<file path="config.mk">
export PLATFORM = sky130hd
export DESIGN_NAME = rcpm_top
export DESIGN_NICKNAME = d
export VERILOG_FILES = /design/src/logic/rcpm_pkg.sv /design/src/logic/rcpm_seq_if.sv /design/src/logic/rcpm_seq.sv /design/src/logic/rcpm_top.sv
export SDC_FILE = /design/constraint.sdc
export NUM_CORES = 1
export LEC_CHECK = 0
export CAP_MARGIN = 10
export CORE_ASPECT_RATIO = 0.75
export CORE_MARGIN = 3
export CORE_UTILIZATION = 38
export DETAILED_ROUTE_END_ITERATION = 7
export DONT_BUFFER_PORTS = 1
export GPL_TIMING_DRIVEN = 0
export PLACE_DENSITY = 0.59
export SLEW_MARGIN = 0
export SYNTH_ARGS = -nofsm -noshare
export SYNTH_HDL_FRONTEND = slang
export SYNTH_HIERARCHICAL = 1
export SYNTH_SLANG_ARGS = --single-unit
</file>
<file path="constraint.sdc">
create_clock -name clk -period 2.6 [get_ports clk]
set_input_delay 0.26 -clock clk [delete_from_list [all_inputs] [get_ports clk]]
set_output_delay 0.26 -clock clk [all_outputs]
set_load 0.01 [all_outputs]
</file>
<file path="src/logic/rcpm_pkg.sv">
// Shared constants for the reset-cause and power-mode controller
package rcpm_pkg;
   // Core clock rate
   localparam int CLK_MHZ = 250;
   // Register addresses on the special function register bus
   localparam logic [7:0] ADDR_PWR_CTRL = 8'h87;
   localparam logic [7:0] ADDR_RST_CAUSE = 8'hB1;
   localparam logic [7:0] ADDR_SLEEP = 8'hB6;
   // power_control fields
   localparam int PC_IDLE_BIT = 0;
   localparam int PC_STOP_BIT = 1;
   localparam logic [7:0] PC_WMASK = 8'h8F;
   localparam logic [7:0] PC_RESET = 8'h00;
   localparam int PC_BAUD_BIT = 7;
   // reset_cause_vector fields and values
   localparam int RC_CAUSE_BIT = 0;
   localparam int RC_VEC_BIT = 1;
   localparam logic [1:0] RC_POR = 2'h2;
   localparam logic [1:0] RC_WDOG = 2'h1;
   localparam logic [15:0] VEC_LOW = 16'h0000;
   localparam logic [15:0] VEC_ROM = 16'h8000;
   // sleep_depth encodings
   localparam logic [2:0] SD_NORMAL = 3'h0;
   localparam logic [2:0] SD_MOD = 3'h2;
   localparam logic [2:0] SD_STBY = 3'h3;
   localparam int SD_DEEP_BIT = 2;
   localparam logic [7:0] RD_ZERO = 8'h00;
   // Startup times in ns as printed
   localparam longint T_LIGHT_NS = 2500;
   localparam longint T_MOD_NS = 7000;
   localparam longint T_STBY_NS = 150000;
   localparam longint T_DEEP_NS = 1000000;
   localparam longint T_XO_NS = 3000000;
   // Least time rounded up to whole cycles
   function automatic int ns_to_cyc(input longint ns);
      return int'((ns * CLK_MHZ + 999) / 1000);
   endfunction
   localparam int LIGHT_CYC = ns_to_cyc(T_LIGHT_NS);
   localparam int MOD_CYC = ns_to_cyc(T_MOD_NS);
   localparam int STBY_CYC = ns_to_cyc(T_STBY_NS);
   localparam int DEEP_CYC = ns_to_cyc(T_DEEP_NS);
   localparam int XO_CYC = ns_to_cyc(T_XO_NS);
   // Initialisation phase length in core cycles
   localparam int INIT_CYC = 2500;
   localparam int CNT_W = 20;
endpackage

</file>
<file path="src/logic/rcpm_seq_if.sv">
// Handshake between the mode controller and the startup sequencer
interface rcpm_seq_if (
   input wire logic clk,
   input wire logic rst_b
);
   logic start;
   logic run_osc;
   logic run_init;
   logic [rcpm_pkg::CNT_W-1:0] osc_cyc;
   logic slow_lvl;
   logic done;
   logic busy;
   modport ctl (input clk, input rst_b, output start, output run_osc, output run_init,
      output osc_cyc, output slow_lvl, input done, input busy);
   modport seq (input clk, input rst_b, input start, input run_osc, input run_init,
      input osc_cyc, input slow_lvl, output done, output busy);
endinterface

</file>
<file path="src/logic/rcpm_seq.sv">
// Startup sequencer: oscillator phase then initialisation phase
module rcpm_seq (
   rcpm_seq_if.seq sif
);
   import rcpm_pkg::*;
   typedef enum logic [1:0] {SQ_IDLE, SQ_OSC, SQ_INIT} rcpm_sq_state_t;
   rcpm_sq_state_t st_r;
   logic [CNT_W-1:0] cnt_r;
   logic init_r;
   logic edge_seen_r;
   logic slow_prev_r;
   logic done_r;
   wire slow_edge = sif.slow_lvl & ~slow_prev_r;
   wire osc_end = (cnt_r == sif.osc_cyc - CNT_W'(1));
   wire init_cnt_ok = (cnt_r >= CNT_W'(INIT_CYC - 1));
   assign sif.done = done_r;
   assign sif.busy = (st_r != SQ_IDLE);

   // Phase timing; init waits for the count and a slow-clock rising edge seen at any point during the init phase
   always_ff @(posedge sif.clk or negedge sif.rst_b) begin
      if (!sif.rst_b) begin
         st_r <= SQ_IDLE;
         cnt_r <= '0;
         init_r <= 1'b0;
         edge_seen_r <= 1'b0;
         slow_prev_r <= 1'b0;
         done_r <= 1'b0;
      end else begin
         slow_prev_r <= sif.slow_lvl;
         done_r <= 1'b0;
         if (sif.start) begin
            cnt_r <= '0;
            init_r <= sif.run_init;
            edge_seen_r <= 1'b0;
            st_r <= sif.run_osc ? SQ_OSC : SQ_INIT;
         end else begin
            case (st_r)
               SQ_OSC: begin
                  cnt_r <= osc_end ? '0 : cnt_r + CNT_W'(1);
                  if (osc_end) begin
                     st_r <= init_r ? SQ_INIT : SQ_IDLE;
                     done_r <= ~init_r;
                  end
               end
               SQ_INIT: begin
                  edge_seen_r <= edge_seen_r | slow_edge;
                  if (!init_cnt_ok) begin
                     cnt_r <= cnt_r + CNT_W'(1);
                  end
                  if (init_cnt_ok && (edge_seen_r || slow_edge)) begin
                     st_r <= SQ_IDLE;
                     done_r <= 1'b1;
                  end
               end
               default: st_r <= SQ_IDLE;
            endcase
         end
      end
   end
endmodule // rcpm_seq

</file>
<file path="src/logic/rcpm_top.sv">
// Reset-cause register, power-mode control and wake sequencing
// Contract
// Cause bit reads 0 after power-on reset, 1 after any other reset.
// Vector bit selects reset vector 0x0000 when 0, 0x8000 when 1.
// Cause register resets to 02; watchdog reset restarts at address 0.
// Idle bit enters idle after the instruction completes; state is kept.
// Core clock keeps running during idle.
// Enabled interrupt in idle clears idle bit, resumes via service routine.
// Watchdog reset in idle resets registers and restarts at 0x0000.
// Stop bit enters stop on completion; only watchdog reset exits.
// Nonzero sleep depth write enters power-down after instruction completes.
// GPIO, RTC or watchdog end power-down; wake clears sleep depth.
// Wake interrupt is serviced once power and clocks return.
// Watchdog reset in power-down resets and restarts at 0x0000.
// Sleep depth read returns slow clock level in bit 0.
// Software waits for indirect busy clear before writing sleep depth.
// Depth encodes light, moderate, standby and deep oscillator choices.
// Wake delays 2.5, 7, 150 and 1000 microseconds by depth.
// GPIO debounce adds to delay while still in power-down.
// Startup is oscillator phase then 2500 cycles plus slow edge.
// Slow-oscillator wakes may lose the wake interrupt; flag it.
// Watchdog reset repeats the power-on reset sequence. The code skips the oscillator phase when the synchronised xtal_running is high.
module rcpm_top #(
   parameter int STBY_CYC = rcpm_pkg::STBY_CYC,
   parameter int DEEP_CYC = rcpm_pkg::DEEP_CYC,
   parameter int XO_CYC = rcpm_pkg::XO_CYC,
   parameter int DEBOUNCE_CYC = 16
) (
   // Clock and power-on reset
   input wire logic clk,
   input wire logic rst_b,
   // Core status
   input wire logic instr_done,
   input wire logic irq_pending,
   input wire logic wdog_rst,
   // Register bus
   input wire logic [7:0] sfr_addr,
   input wire logic [7:0] sfr_wdata,
   input wire logic sfr_wr,
   input wire logic sfr_rd,
   output logic [7:0] sfr_rdata,
   // Always-on pins
   input wire logic gpio_wake,
   input wire logic rtc_wake,
   input wire logic slow_clock,
   input wire logic xtal_running,
   // Core control
   output logic cpu_rst,
   output logic cpu_halt,
   output logic cpu_clk_gate,
   output logic [15:0] reset_vector,
   output logic baud_doubler_bit,
   // Power control
   output logic xtal_en,
   output logic lposc_sel,
   output logic [2:0] regulator_depth,
   // Wake events
   output logic wake_isr_req,
   output logic wake_irq_lost
);
   import rcpm_pkg::*;
   typedef enum logic [2:0] {ST_RESET_SEQ, ST_RUN, ST_IDLE, ST_STOP, ST_PD, ST_DEBOUNCE,
      ST_WAKE} rcpm_state_t;

   rcpm_state_t state_r, state_nxt;
   logic [7:0] pc_r;
   logic [1:0] rc_r;
   logic [2:0] sd_r;
   logic [2:0] pd_lvl_r;
   logic [7:0] rdata_r;
   logic [15:0] vec_r;
   logic [3:0] meta_r, sync_r;
   logic [CNT_W-1:0] deb_r;
   logic start_r, run_osc_r, run_init_r;
   logic [CNT_W-1:0] osc_cyc_r;
   logic launch, launch_osc, launch_init;
   logic [CNT_W-1:0] launch_cyc;
   logic isr_r, lost_r;
   // Sequencer handshake, declared ahead of the mode logic that reads its done flag
   rcpm_seq_if seq (
      .clk (clk),
      .rst_b (rst_b)
   );

   // Wake delay by depth, slow-oscillator depths use the long figures
   function automatic logic [CNT_W-1:0] wake_cyc(input logic [2:0] lvl);
      if (lvl[SD_DEEP_BIT]) begin
         return CNT_W'(DEEP_CYC);
      end else if (lvl == SD_STBY) begin
         return CNT_W'(STBY_CYC);
      end else if (lvl == SD_MOD) begin
         return CNT_W'(MOD_CYC);
      end
      return CNT_W'(LIGHT_CYC);
   endfunction

   // Pin synchronisers; only sync_r is read by logic
   always_ff @(posedge clk or negedge rst_b) begin
      if (!rst_b) begin
         meta_r <= '0;
         sync_r <= '0;
      end else begin
         meta_r <= {xtal_running, slow_clock, rtc_wake, gpio_wake};
         sync_r <= meta_r;
      end
   end
   wire gpio_s = sync_r[0];
   wire rtc_s = sync_r[1];
   wire slow_s = sync_r[2];
   wire xtal_s = sync_r[3];

   // Address decode
   wire hit_pc = (sfr_addr == ADDR_PWR_CTRL);
   wire hit_rc = (sfr_addr == ADDR_RST_CAUSE);
   wire hit_sd = (sfr_addr == ADDR_SLEEP);
   wire wr_pc = sfr_wr & hit_pc;
   wire wr_rc = sfr_wr & hit_rc;
   wire wr_sd = sfr_wr & hit_sd;
   wire in_pd = (state_r == ST_PD) || (state_r == ST_DEBOUNCE);
   wire deb_end = (deb_r >= CNT_W'(DEBOUNCE_CYC - 1));
   wire lp_level = pd_lvl_r[SD_DEEP_BIT] || (pd_lvl_r == SD_STBY);

   // Read mux; sleep depth shows only the slow clock level
   wire [7:0] rdata_nxt = hit_pc ? pc_r :
      hit_rc ? {6'h00, rc_r} :
      hit_sd ? {7'h00, slow_s} : RD_ZERO;

   // Mode transitions; watchdog reset outranks everything
   always_comb begin
      state_nxt = state_r;
      launch = 1'b0;
      launch_osc = 1'b0;
      launch_init = 1'b0;
      launch_cyc = wake_cyc(pd_lvl_r);
      if (wdog_rst) begin
         state_nxt = ST_RESET_SEQ;
         launch = 1'b1;
         launch_osc = ~xtal_s;
         launch_init = 1'b1;
         launch_cyc = CNT_W'(XO_CYC);
      end else begin
         case (state_r)
            ST_RESET_SEQ: begin
               if (seq.done) begin
                  state_nxt = ST_RUN;
               end
            end
            ST_RUN: begin
               if (instr_done && sd_r != SD_NORMAL) begin
                  state_nxt = ST_PD;
               end else if (instr_done && pc_r[PC_STOP_BIT]) begin
                  state_nxt = ST_STOP;
               end else if (instr_done && pc_r[PC_IDLE_BIT]) begin
                  state_nxt = ST_IDLE;
               end
            end
            ST_IDLE: begin
               if (irq_pending) begin
                  state_nxt = ST_RUN;
               end
            end
            ST_PD: begin
               if (rtc_s) begin
                  state_nxt = ST_WAKE;
                  launch = 1'b1;
                  launch_osc = 1'b1;
               end else if (gpio_s) begin
                  state_nxt = ST_DEBOUNCE;
               end
            end
            ST_DEBOUNCE: begin
               if (deb_end || rtc_s) begin
                  state_nxt = ST_WAKE;
                  launch = 1'b1;
                  launch_osc = 1'b1;
               end
            end
            ST_WAKE: begin
               if (seq.done) begin
                  state_nxt = ST_RUN;
               end
            end
            default: state_nxt = state_r; // Stop waits for watchdog reset only
         endcase
      end
   end

   // Mode state and sequencer launch
   always_ff @(posedge clk or negedge rst_b) begin
      if (!rst_b) begin
         state_r <= ST_RESET_SEQ;
         start_r <= 1'b1;
         run_osc_r <= 1'b1;
         run_init_r <= 1'b1;
         osc_cyc_r <= CNT_W'(XO_CYC);
      end else begin
         state_r <= state_nxt;
         start_r <= launch;
         if (launch) begin
            run_osc_r <= launch_osc;
            run_init_r <= launch_init;
            osc_cyc_r <= launch_cyc;
         end
      end
   end

   // Software registers; wake and interrupt clears, watchdog restores resets except the cause, which it sets to watchdog
   always_ff @(posedge clk or negedge rst_b) begin
      if (!rst_b) begin
         pc_r <= PC_RESET;
         rc_r <= RC_POR;
         sd_r <= SD_NORMAL;
         pd_lvl_r <= SD_NORMAL;
      end else if (wdog_rst) begin
         pc_r <= PC_RESET;
         rc_r <= RC_WDOG;
         sd_r <= SD_NORMAL;
         pd_lvl_r <= SD_NORMAL;
      end else begin
         if (wr_pc) begin
            pc_r <= sfr_wdata & PC_WMASK;
         end else if (state_r == ST_IDLE && irq_pending) begin
            pc_r[PC_IDLE_BIT] <= 1'b0;
         end
         if (wr_rc) begin
            rc_r <= sfr_wdata[1:0];
         end
         if (wr_sd && state_r == ST_RUN) begin
            sd_r <= sfr_wdata[2:0];
         end else if (launch && state_r != ST_RESET_SEQ) begin
            sd_r <= SD_NORMAL;
         end
         if (state_r == ST_RUN && state_nxt == ST_PD) begin
            pd_lvl_r <= sd_r;
         end
      end
   end

   // Debounce count, wake results and registered outputs
   always_ff @(posedge clk or negedge rst_b) begin
      if (!rst_b) begin
         deb_r <= '0;
         isr_r <= 1'b0;
         lost_r <= 1'b0;
         rdata_r <= RD_ZERO;
         vec_r <= VEC_LOW;
      end else begin
         deb_r <= (state_r == ST_DEBOUNCE) ? deb_r + CNT_W'(1) : '0;
         isr_r <= (state_r == ST_WAKE) && seq.done && irq_pending;
         lost_r <= (state_r == ST_WAKE) && seq.done && !irq_pending && lp_level;
         rdata_r <= sfr_rd ? rdata_nxt : rdata_r;
         vec_r <= rc_r[RC_VEC_BIT] ? VEC_ROM : VEC_LOW;
      end
   end

   // Sequencer hookup
   assign seq.start = start_r;
   assign seq.run_osc = run_osc_r;
   assign seq.run_init = run_init_r;
   assign seq.osc_cyc = osc_cyc_r;
   assign seq.slow_lvl = slow_s;
   rcpm_seq u_seq (
      .sif (seq)
   );

   // Outputs; clock only gated in power-down, never in idle or stop
   assign cpu_rst = (state_r == ST_RESET_SEQ);
   assign cpu_halt = (state_r != ST_RUN);
   assign cpu_clk_gate = in_pd;
   assign reset_vector = vec_r;
   assign baud_doubler_bit = pc_r[PC_BAUD_BIT];
   assign xtal_en = !(in_pd && pd_lvl_r[SD_DEEP_BIT]);
   assign lposc_sel = in_pd && lp_level;
   assign regulator_depth = in_pd ? pd_lvl_r : SD_NORMAL;
   assign sfr_rdata = rdata_r;
   assign wake_isr_req = isr_r;
   assign wake_irq_lost = lost_r;
endmodule // rcpm_top

</file>
==> results of run 1 <==
through the flow:
step	power, mW	cell area (µm²)	TNS, ns	setup WS [ns]
global placement	1.65	5620	-3.09	-0.239
global route	3.10	6220	-0.652	-0.0587
finish	2.95	6220	0	0.0574
floorplan	1.61	5410	0	0.112
CTS	2.98	6100	0	0.0000109
detailed placement	1.65	5620	-3.93	-0.266
path summary, 6_finish.rpt:
path / startpoint / endpoint / slack (ns)
max: osc_cyc_r[0] / u_seq/cnt_r[18] / 0.06
min: irq_pending / wake_isr_req / 0.03
max reg2reg: osc_cyc_r[0] / u_seq/cnt_r[18] / 0.06
min reg2reg: meta_r[1] / sync_r[1] / 0.35
max in group asynchronous: rst_b / osc_cyc_r[13] / 1.72
min in group asynchronous: rst_b / u_seq/cnt_r[2] / 0.48
what timing repair did:
| action | in CTS | in global routing |
|---|---|---|
| resized for setup | 10 | 24 |
| hold buffers | 8 | 0 |
| endpoints found under the setup margin | 21 | 19 |
| pin swaps | 5 | 17 |
| gates cloned | 0 | 1 |
| buffers inserted | 7 | 5 |
| endpoints found under the hold margin | 97 | 0 |
layer usage:
metal	global-route usage, %	share of wire [%]	routed length, µm	vias to the layer above
met1	28.1	53	6950	2192
met5	0	0	0	-
li1	-	-	-	2140
met2	24.3	41	5440	108
met3	3.36	4.8	624	9
met4	4.45	0.88	116	0
cells in the final DEF (no fill, tap or decap), types with 4 or more instances in the layout:
cell type	n
dlygate4sd3_1	7
dfstp_2	8
dfrtp_1	82
o31a_1	4
or4_1	10
and2_1	7
nor2b_1	12
a21oi_1	27
nand3_1	22
nand2_1	27
a221o_1	4
a21o_1	5
mux2i_1	9
clkbuf_1	17
nor2_1	50
a22o_1	9
clkbuf_16	9
xnor2_1	14
and4_1	4
o21ai_0	24
o31ai_1	4
conb_1	30
xor2_1	23
or3_1	12
a41o_1	4
nor2_2	4
buf_4	28
nor3_1	10
inv_1	20
and3_1	13
nand4_1	10
ha_1	5
nor4_1	13
nand2b_1	8
power by group:
group	total (mW)	leakage (nW)	switching [mW]	internal (mW)
Combinational	0.224	1.24	0.137	0.0877
Sequential	1.46	1.20	0.0208	1.44
Clock	1.27	0.140	0.583	0.685
Total	2.95	2.58	0.740	2.21
state kept, by name, indices dropped and copies added, names as in the netlist, 2 cells and up:
signal	count
sd_r	3
sfr_rdata	5
state_r	3
u_seq/cnt_r	20
u_seq/st_r	2
pd_lvl_r	3
meta_r	4
osc_cyc_r	11
rc_r	2
sync_r	4
pc_r	5
deb_r	20
area by class of cell:
type                    count  area, µm²  area share (%)
plain buffers              39        225            3.62
repair buffers             21        215            3.46
well taps                 171        214            3.44
inverters                  22       82.6            1.33
multi-input cells         438       2910            46.7
clock inverters             6       47.5           0.765
clock buffers              10        239            3.84
flip-flops and latches     91       2290            36.8
worst max-delay path: stages (launching register included):
cell and delay [ns]:
dfrtp_1 0.42, or3_4 0.43, a211oi_2 0.18, o22ai_2 0.12, a2111oi_4 0.29, and4_4 0.31, a41o_4 0.25, nor2_4 0.06
a221o_1 0.34
==> results_dict.tcl, run 1 <==
set metrics [dict create \
    layout_overhead_on_the_synthesized_area_pct 18.0 \
    fillCellCount 1251 \
    grt_setup_unrepaired "true" \
    postRouteAntennaNets 0 \
    critical_path_start_type "register" \
    timing.final.max_slew_violations 0 \
    hold_path.class "input port to register" \
    syn_avg_cell_area_um2 9.36 \
    max-slew-margin-rel_pct 46.3 \
    synth-warning-count 6 \
    die_w_um 142 \
    place.port_buffers 0 \
    gp_congestion 0.844 \
    vdd.ir_drop.worst_uv 338 \
    run_status "completed" \
    instances_no_fill 798 \
    syn_inst 563 \
    largest_net_degree_at_the_start_of_global_routing 92 \
    routed_wl_um 13100 \
    worst_ep_required_time_ns 2.81 \
    fin_crit_ns 2.54 \
    total_leakage_power_nw 2.58 \
    worst_pin_slew_ns 0.799 \
    dieArea_um2 15300 \
    hold_viol_final 0 \
    highest_net_fanout_along_the_worst_path 6 \
    placed_cells_incl_taps 762 \
    start_util_pct 39.7 \
    clk_root_buffer_cell "clkbuf_16" \
    finish.utilization_pct 46.8 \
    detail_route.wl_per_cell_um 16.4 \
    worst_setup_hold_path_clk_slew_ns 0.07 \
    fin_hold_ws_ns 0.0281 \
    final_min_period_over_clock_period_pct 97.8 \
    hold_path_depth 2 \
    finalSetupViolations 0 \
    firstDrtPassIters 5 \
    fraction_of_layout_instances_using_a_drive_strength_above_1_pct 14.8 \
    first_global_vias 4141 \
    category_of_the_worst_setup_path_capture_point "register" \
    finClkSkew_ns 0.00670 \
    ios 62 \
    fp-row-count 36 \
    tritoncts "yes" \
    via_count 4449 \
    insertion_delay_ns 0.34 \
    antenna_found_initial 0 \
    grt_pass1_wl_um 21600 \
    die_h_um 108 \
    cts.htree.levels 3 \
    num_antenna_cells 0 \
    mappedNetlistArea_um2 5270 \
    critical_path_arrival_ns 2.76 \
    number_of_clock_buffers_inserted_by_tritoncts 9 \
    globalRoute.totalOverflow 0 \
    tritoncts_num_sinks 91 \
    design.final.nets 655 \
    power.density_cell_area_nw_per_um2 475 \
    crit_type "register to register" \
    detailed_place_hpwl_um 9260 \
    globalRouteTotalUtil_pct 17.7 \
    timing.reg2reg.worst_path_depth 8 \
    detailedRoute.firstIterationViolations 286 \
    floorplan.core_area_um2 13300 \
    maxClockFrequency_ghz 0.393 \
    clk_buf_depth 2 \
    post-route-drc-count 0 \
    max-cap-violations 0 \
    vias_per_cell 5.58 \
]
Power figures use the tool's default switching activity.
==> run 2: changes to the inputs <==
- CORE_ASPECT_RATIO: 0.75 -> 0.6
==> run 2 against run 1 <==
Net effect:
- worst hold slack lost 0.0046 ns
- non-clock buffer count fell by 6
- first-iteration DRC count is 22% higher
- largest cell class unchanged
- setup slack improved by 0.037 ns
- maximum frequency grew 1.5%
==> results_dict.tcl, run 2 (synthesis results as in run 1) <==
set metrics [dict create \
    power.density_cell_area_nw_per_um2 478 \
    globalRoute.totalOverflow 0 \
    tritoncts_num_sinks 91 \
    fraction_of_layout_instances_using_a_drive_strength_above_1_pct 14.0 \
    critical_path_arrival_ns 2.74 \
    number_of_clock_buffers_inserted_by_tritoncts 9 \
    grt_setup_unrepaired "true" \
    place.port_buffers 0 \
    design.final.nets 649 \
    first_global_vias 4194 \
    highest_net_fanout_along_the_worst_path 8 \
    max-slew-margin-rel_pct 41.4 \
    routed_wl_um 13700 \
    cp_slowest_stage_delay_ns 0.49 \
    ios 62 \
    max-cap-violations 0 \
    start_util_pct 40.0 \
    worst_setup_hold_path_clk_slew_ns 0.07 \
    tritoncts "yes" \
    detailedRoute.firstIterationViolations 348 \
    maxClockFrequency_ghz 0.399 \
    vias_per_cell 5.69 \
    firstDrtPassIters 5 \
    multiInputGateArea_um2 2920 \
    clk_root_buffer_cell "clkbuf_16" \
    layout.area.seq_um2 2290 \
    timing.final.max_slew_violations 0 \
    hold_viol_final 0 \
    finClkSkew_ns 0.00895 \
    worst_ep_required_time_ns 2.83 \
    detailed_place_hpwl_um 9870 \
    antenna_found_initial 0 \
    largestRegisters "deb_r (20), u_seq/cnt_r (20), osc_cyc_r (11)" \
    die_h_um 97.2 \
    finish.utilization_pct 46.8 \
    finalSetupViolations 0 \
    fillCellCount 1275 \
    worst_pin_slew_ns 0.872 \
    grt_pass1_wl_um 22200 \
    critical_path_start_type "register" \
    via_count 4503 \
    gp_congestion 0.871 \
    total_leakage_power_nw 2.53 \
    globalRouteTotalUtil_pct 18.2 \
    category_of_the_worst_setup_path_capture_point "register" \
    vdd.ir_drop.worst_uv 303 \
    ff2ff_setup_slack_ns 0.09 \
    layout_overhead_on_the_synthesized_area_pct 17.0 \
    dieArea_um2 15400 \
    cts.htree.levels 3 \
    placed_cell_area_um2 5620 \
    path_buf_inv 1 \
    largest_net_degree_at_the_start_of_global_routing 92 \
    insertion_delay_ns 0.35 \
    postRouteAntennaNets 0 \
    post-route-drc-count 0 \
    cpLargestDelayFamily "simple AND/OR/NAND/NOR gates" \
    hold_path.class "input port to register" \
    detail_route.wl_per_cell_um 17.4 \
    stdcell_area_um2 6160 \
    floorplan.core_area_um2 13200 \
    final_min_period_over_clock_period_pct 96.4 \
    fp-row-count 32 \
    most-common-layout-cells "dfrtp_1, nor2_1, conb_1" \
    critical_path_s_slowest_cell "or4b_4" \
    die_w_um 158 \
    path_cells "inv_1 > ha_4 > nand2b_4 > or4b_4 > a22oi_2 > and4_4 > a41o_4 > nor2_4 > a221o_1" \
    run_status "completed" \
    fin_crit_ns 2.51 \
    layout.cells.most_common "dfrtp_1" \
    clk_buf_depth 2 \
    crit_type "register to register" \
    num_antenna_cells 0 \
]
[run 2: changes by cell type in the layout (fill, tap and decap cells not counted), sizes merged]
| cell | delta |
|---|---|
| inv | -1 |
| clkinvlp | +1 |
| buf | -5 |
| clkbuf | -1 |
[run 2: worst reg2reg max path: cells and delay by family (launching register included)]
family | cells | cell delay, ns
AOI/OAI and AO/OA | 3 | 0.81
adders and majority gates | 1 | 0.15
buffers and inverters | 1 | 0.11
DFF | 1 | 0.42
and+or+nand+nor | 4 | 0.92
[run 2: final timing paths]
| path | depth (start not counted) | start | endpoint |
|---|---|---|---|
| max | 9 | osc_cyc_r[0] | u_seq/cnt_r[18] |
| min | 2 | irq_pending | wake_isr_req |
| max reg2reg | 9 | osc_cyc_r[0] | u_seq/cnt_r[18] |
| min reg2reg | 0 | meta_r[0] | sync_r[0] |
| max in group asynchronous | 2 | rst_b | osc_cyc_r[10] |
| min in group asynchronous | 2 | rst_b | deb_r[6] |
[run 2: where the power goes]
group	internal, mW	total (mW)	switching, mW
registers	1.44	1.46	0.0220
clock network	0.659	1.26	0.596
logic	0.0869	0.228	0.141
total	2.18	2.94	0.759
[run 2: layer usage]
layer	wire length (µm)	global-route usage, %	vias to the layer above
met5	0	0	-
met4	123	5.16	0
met3	750	3.29	13
met2	5420	23.3	121
met1	7450	30.4	2238
li1	-	-	2131
[run 2: area by class of cell]
class,count,share of cell area [%]
plain buffers,38,3.59
clock inverters,6,0.812
well taps,170,3.45
repair buffers,16,2.62
clock buffers,10,3.71
inverters,22,1.34
multi-input cells,438,47.3
flip-flops and latches,91,37.1
[run 2: stage by stage]
stage / setup slack [ns] / total power, mW / cells / hold slack, ns / setup TNS (ns)
final: 0.0942 / 2.94 / 791 / 0.0235 / 0
after CTS: -0.0709 / 2.97 / 792 / 0.0148 / -0.115
after floorplan: 0.112 / 1.61 / 591 / -0.0356 / 0
after global routing: -0.0186 / 3.07 / 791 / 0.0201 / -0.0713
after global placement: -0.321 / 1.65 / 761 / -0.0338 / -5.27
after detailed placement: -0.358 / 1.65 / 761 / -0.0341 / -5.68
[run 2: what timing repair did]
action / in CTS / in global routing
setup buffers: 6 / 1
pin swaps: 6 / 6
endpoints found under the setup margin: 23 / 22
hold buffers: 8 / 0
gates cloned: 1 / 0
gates resized for setup: 11 / 19
endpoints found under the hold margin: 97 / 0
==> run 3: changes to the inputs <==
- ABC_AREA: default -> 1
==> run 3 against run 2 <==
Net effect:
- maximum frequency grew 2.2%
- clock power is essentially flat
- count of clock-buffer cells in the layout fell by 1
- sequential share of layout area down 4.5 points
- critical path depth rose by 8
- synthesized cell count grew 58%
- global-route usage grew 0.67 points
- clock skew increased by 0.0050 ns
- final area is 14% higher
- worst hold slack got worse by 0.00094 ns
- total power up 7.9%
- critical path type unchanged
- critical endpoint is now u_seq/cnt_r[15]
==> results_dict.tcl, run 3 <==
set metrics [dict create \
    run_status "completed" \
    vias_per_cell 4.88 \
    tritoncts "yes" \
    first_global_vias 5009 \
    cts.htree.levels 3 \
    max-cap-violations 0 \
    place_ws_ns -0.0332 \
    ios 62 \
    insertion_delay_ns 0.36 \
    post-route-drc-count 0 \
    dieArea_um2 18100 \
    postRouteAntennaNets 0 \
    stdcell_area_um2 7010 \
    placed_cell_area_um2 6590 \
    routed_wl_um 16300 \
    finClkSkew_ns 0.0140 \
    detailedRoute.firstIterationViolations 444 \
    clk_buf_depth 2 \
    mappedNetlistArea_um2 6240 \
    detail_route.wl_per_cell_um 14.2 \
    worst_setup_hold_path_clk_slew_ns 0.08 \
    floorplan.core_area_um2 15700 \
    post_layout_power_mw 3.18 \
    postLayoutSetupSlackWorst_ns 0.149 \
    layout_overhead_on_the_synthesized_area_pct 12.3 \
    tritoncts_num_sinks 91 \
    category_of_the_worst_setup_path_capture_point "register" \
    gp_congestion 0.950 \
    timing.final.max_slew_violations 0 \
    globalRouteTotalUtil_pct 18.9 \
    via_count 5593 \
    critical_path_s_slowest_cell "dfrtp_1" \
    detailed_place_hpwl_um 12500 \
    layout.cells.most_common "nand2_1" \
    vdd.ir_drop.worst_uv 294 \
    syn_avg_cell_area_um2 7.01 \
    grt_pass1_wl_um 26900 \
    fp-row-count 35 \
    syn_inst 890 \
    total_leakage_power_nw 3.45 \
    cp_slowest_stage_delay_ns 0.44 \
    highest_net_fanout_along_the_worst_path 10 \
    most-common-layout-cells "nand2_1, nor2_1, inv_1" \
    fin_crit_ns 2.45 \
    antenna_found_initial 0 \
    grt_setup_unrepaired "false" \
    synth-warning-count 6 \
    critical_path_start_type "register" \
    cpMostUsedCell "nand2_1" \
    power.density_cell_area_nw_per_um2 453 \
    crit_type "register to register" \
    globalRoute.totalOverflow 0 \
    die_w_um 171 \
    clk_root_buffer_cell "clkbuf_16" \
    cpLargestDelayFamily "simple AND/OR/NAND/NOR gates" \
    fraction_of_layout_instances_using_a_drive_strength_above_1_pct 13.7 \
    critical_path_arrival_ns 2.69 \
    finalSetupViolations 0 \
    setup-tns-final_ns 0 \
    final_min_period_over_clock_period_pct 94.3 \
    place.port_buffers 0 \
    path_buf_inv 3 \
    max-slew-margin-rel_pct 61.6 \
    design.final.nets 971 \
    path_cells "inv_2 > ha_4 > inv_1 > nand2_1 > nand2_1 > nand2_1 > nand2_1 > nor2_1 > nand3_1 > nor2_1 > nand2_1 > nor2_2 > nand2_1 > or2_4 > buf_6 > nand3_1 > nand2_1" \
    die_h_um 105 \
    hold_viol_final 0 \
    worst_pin_slew_ns 0.572 \
    hold_path.class "input port to register" \
    num_antenna_cells 0 \
    firstDrtPassIters 5 \
    largestRegisters "deb_r (20), u_seq/cnt_r (20), osc_cyc_r (11)" \
    worst_ep_required_time_ns 2.84 \
    maxClockFrequency_ghz 0.408 \
    number_of_clock_buffers_inserted_by_tritoncts 9 \
    largest_net_degree_at_the_start_of_global_routing 92 \
    start_util_pct 39.7 \
]
run 3: changes by cell type in the layout (fill, tap and decap cells not counted), sizes merged, moves of 11 or more:
cell / delta
nand2: +251
inv: +91
nand3: +78
nor2: +69
a21oi: -15
nand4: +15
or3: -14
and3: -12
clkbuf: -12
nor2b: -12
or4: -11
run 3: worst reg2reg max path, cell delays in order, from the launching register on:
cell     delay, ns
dfrtp_1       0.44
inv_2         0.14
ha_4          0.20
inv_1         0.05
nand2_1       0.07
nand2_1       0.05
nand2_1       0.05
nand2_1       0.06
nor2_1        0.14
nand3_1       0.11
nor2_1        0.11
nand2_1       0.06
nor2_2        0.18
nand2_1       0.12
or2_4         0.26
buf_6         0.15
nand3_1       0.09
nand2_1       0.06
run 3: repair_timing:
| item | CTS | global route |
|---|---|---|
| hold buffers | 8 | 0 |
| resized for setup | 1 | 6 |
| endpoints found under the hold margin | 97 | 0 |
| buffers inserted | 0 | 3 |
| pin swaps | 0 | 1 |
| setup endpoints to repair | 13 | 20 |
run 3: final timing paths:
check                             start              end  cells after the start  slack [ns]
hold reg to reg               meta_r[3]        sync_r[3]                      0        0.35
min in group asynchronous         rst_b         deb_r[0]                      2        0.49
setup / recovery           osc_cyc_r[0]  u_seq/cnt_r[15]                     17        0.15
setup reg to reg           osc_cyc_r[0]  u_seq/cnt_r[15]                     17        0.15
hold / removal                   sfr_rd     sfr_rdata[0]                      2        0.02
max in group asynchronous         rst_b    osc_cyc_r[13]                      2        1.71
run 3: routing by layer:
metal | vias to the layer above | GRT usage (%) | wire [µm]
li1 | 2877 | - | -
met1 | 2542 | 32.7 | 9170
met2 | 161 | 22.7 | 5700
met3 | 13 | 4.31 | 1330
met4 | 0 | 3.44 | 131
met5 | - | 0 | 0
run 3: where the power goes:
| part | internal (mW) | switching (mW) |
|---|---|---|
| Sequential | 1.46 | 0.0462 |
| Clock | 0.656 | 0.607 |
| Combinational | 0.141 | 0.271 |
run 3: final cells by class:
cell class / instances / area [µm²]
timing repair buffer: 11 / 120
clock inverter: 7 / 48.8
inverter: 112 / 423
fill: 1619 / 8710
tap: 203 / 254
sequential: 91 / 2290
multi-input combinational: 675 / 3380
clock buffer: 9 / 225
buffer: 38 / 272
run 3: per-stage QoR:
stage | util (%) | hold slack, ns | std cells
after global placement | 41.9 | -0.0328 | 1119
after detailed placement | 41.9 | -0.0323 | 1119
after global routing | 44.6 | 0.0335 | 1146
final | 44.6 | 0.0225 | 1146
after floorplan | - | -0.0356 | 916
after CTS | 44.3 | 0.0164 | 1143
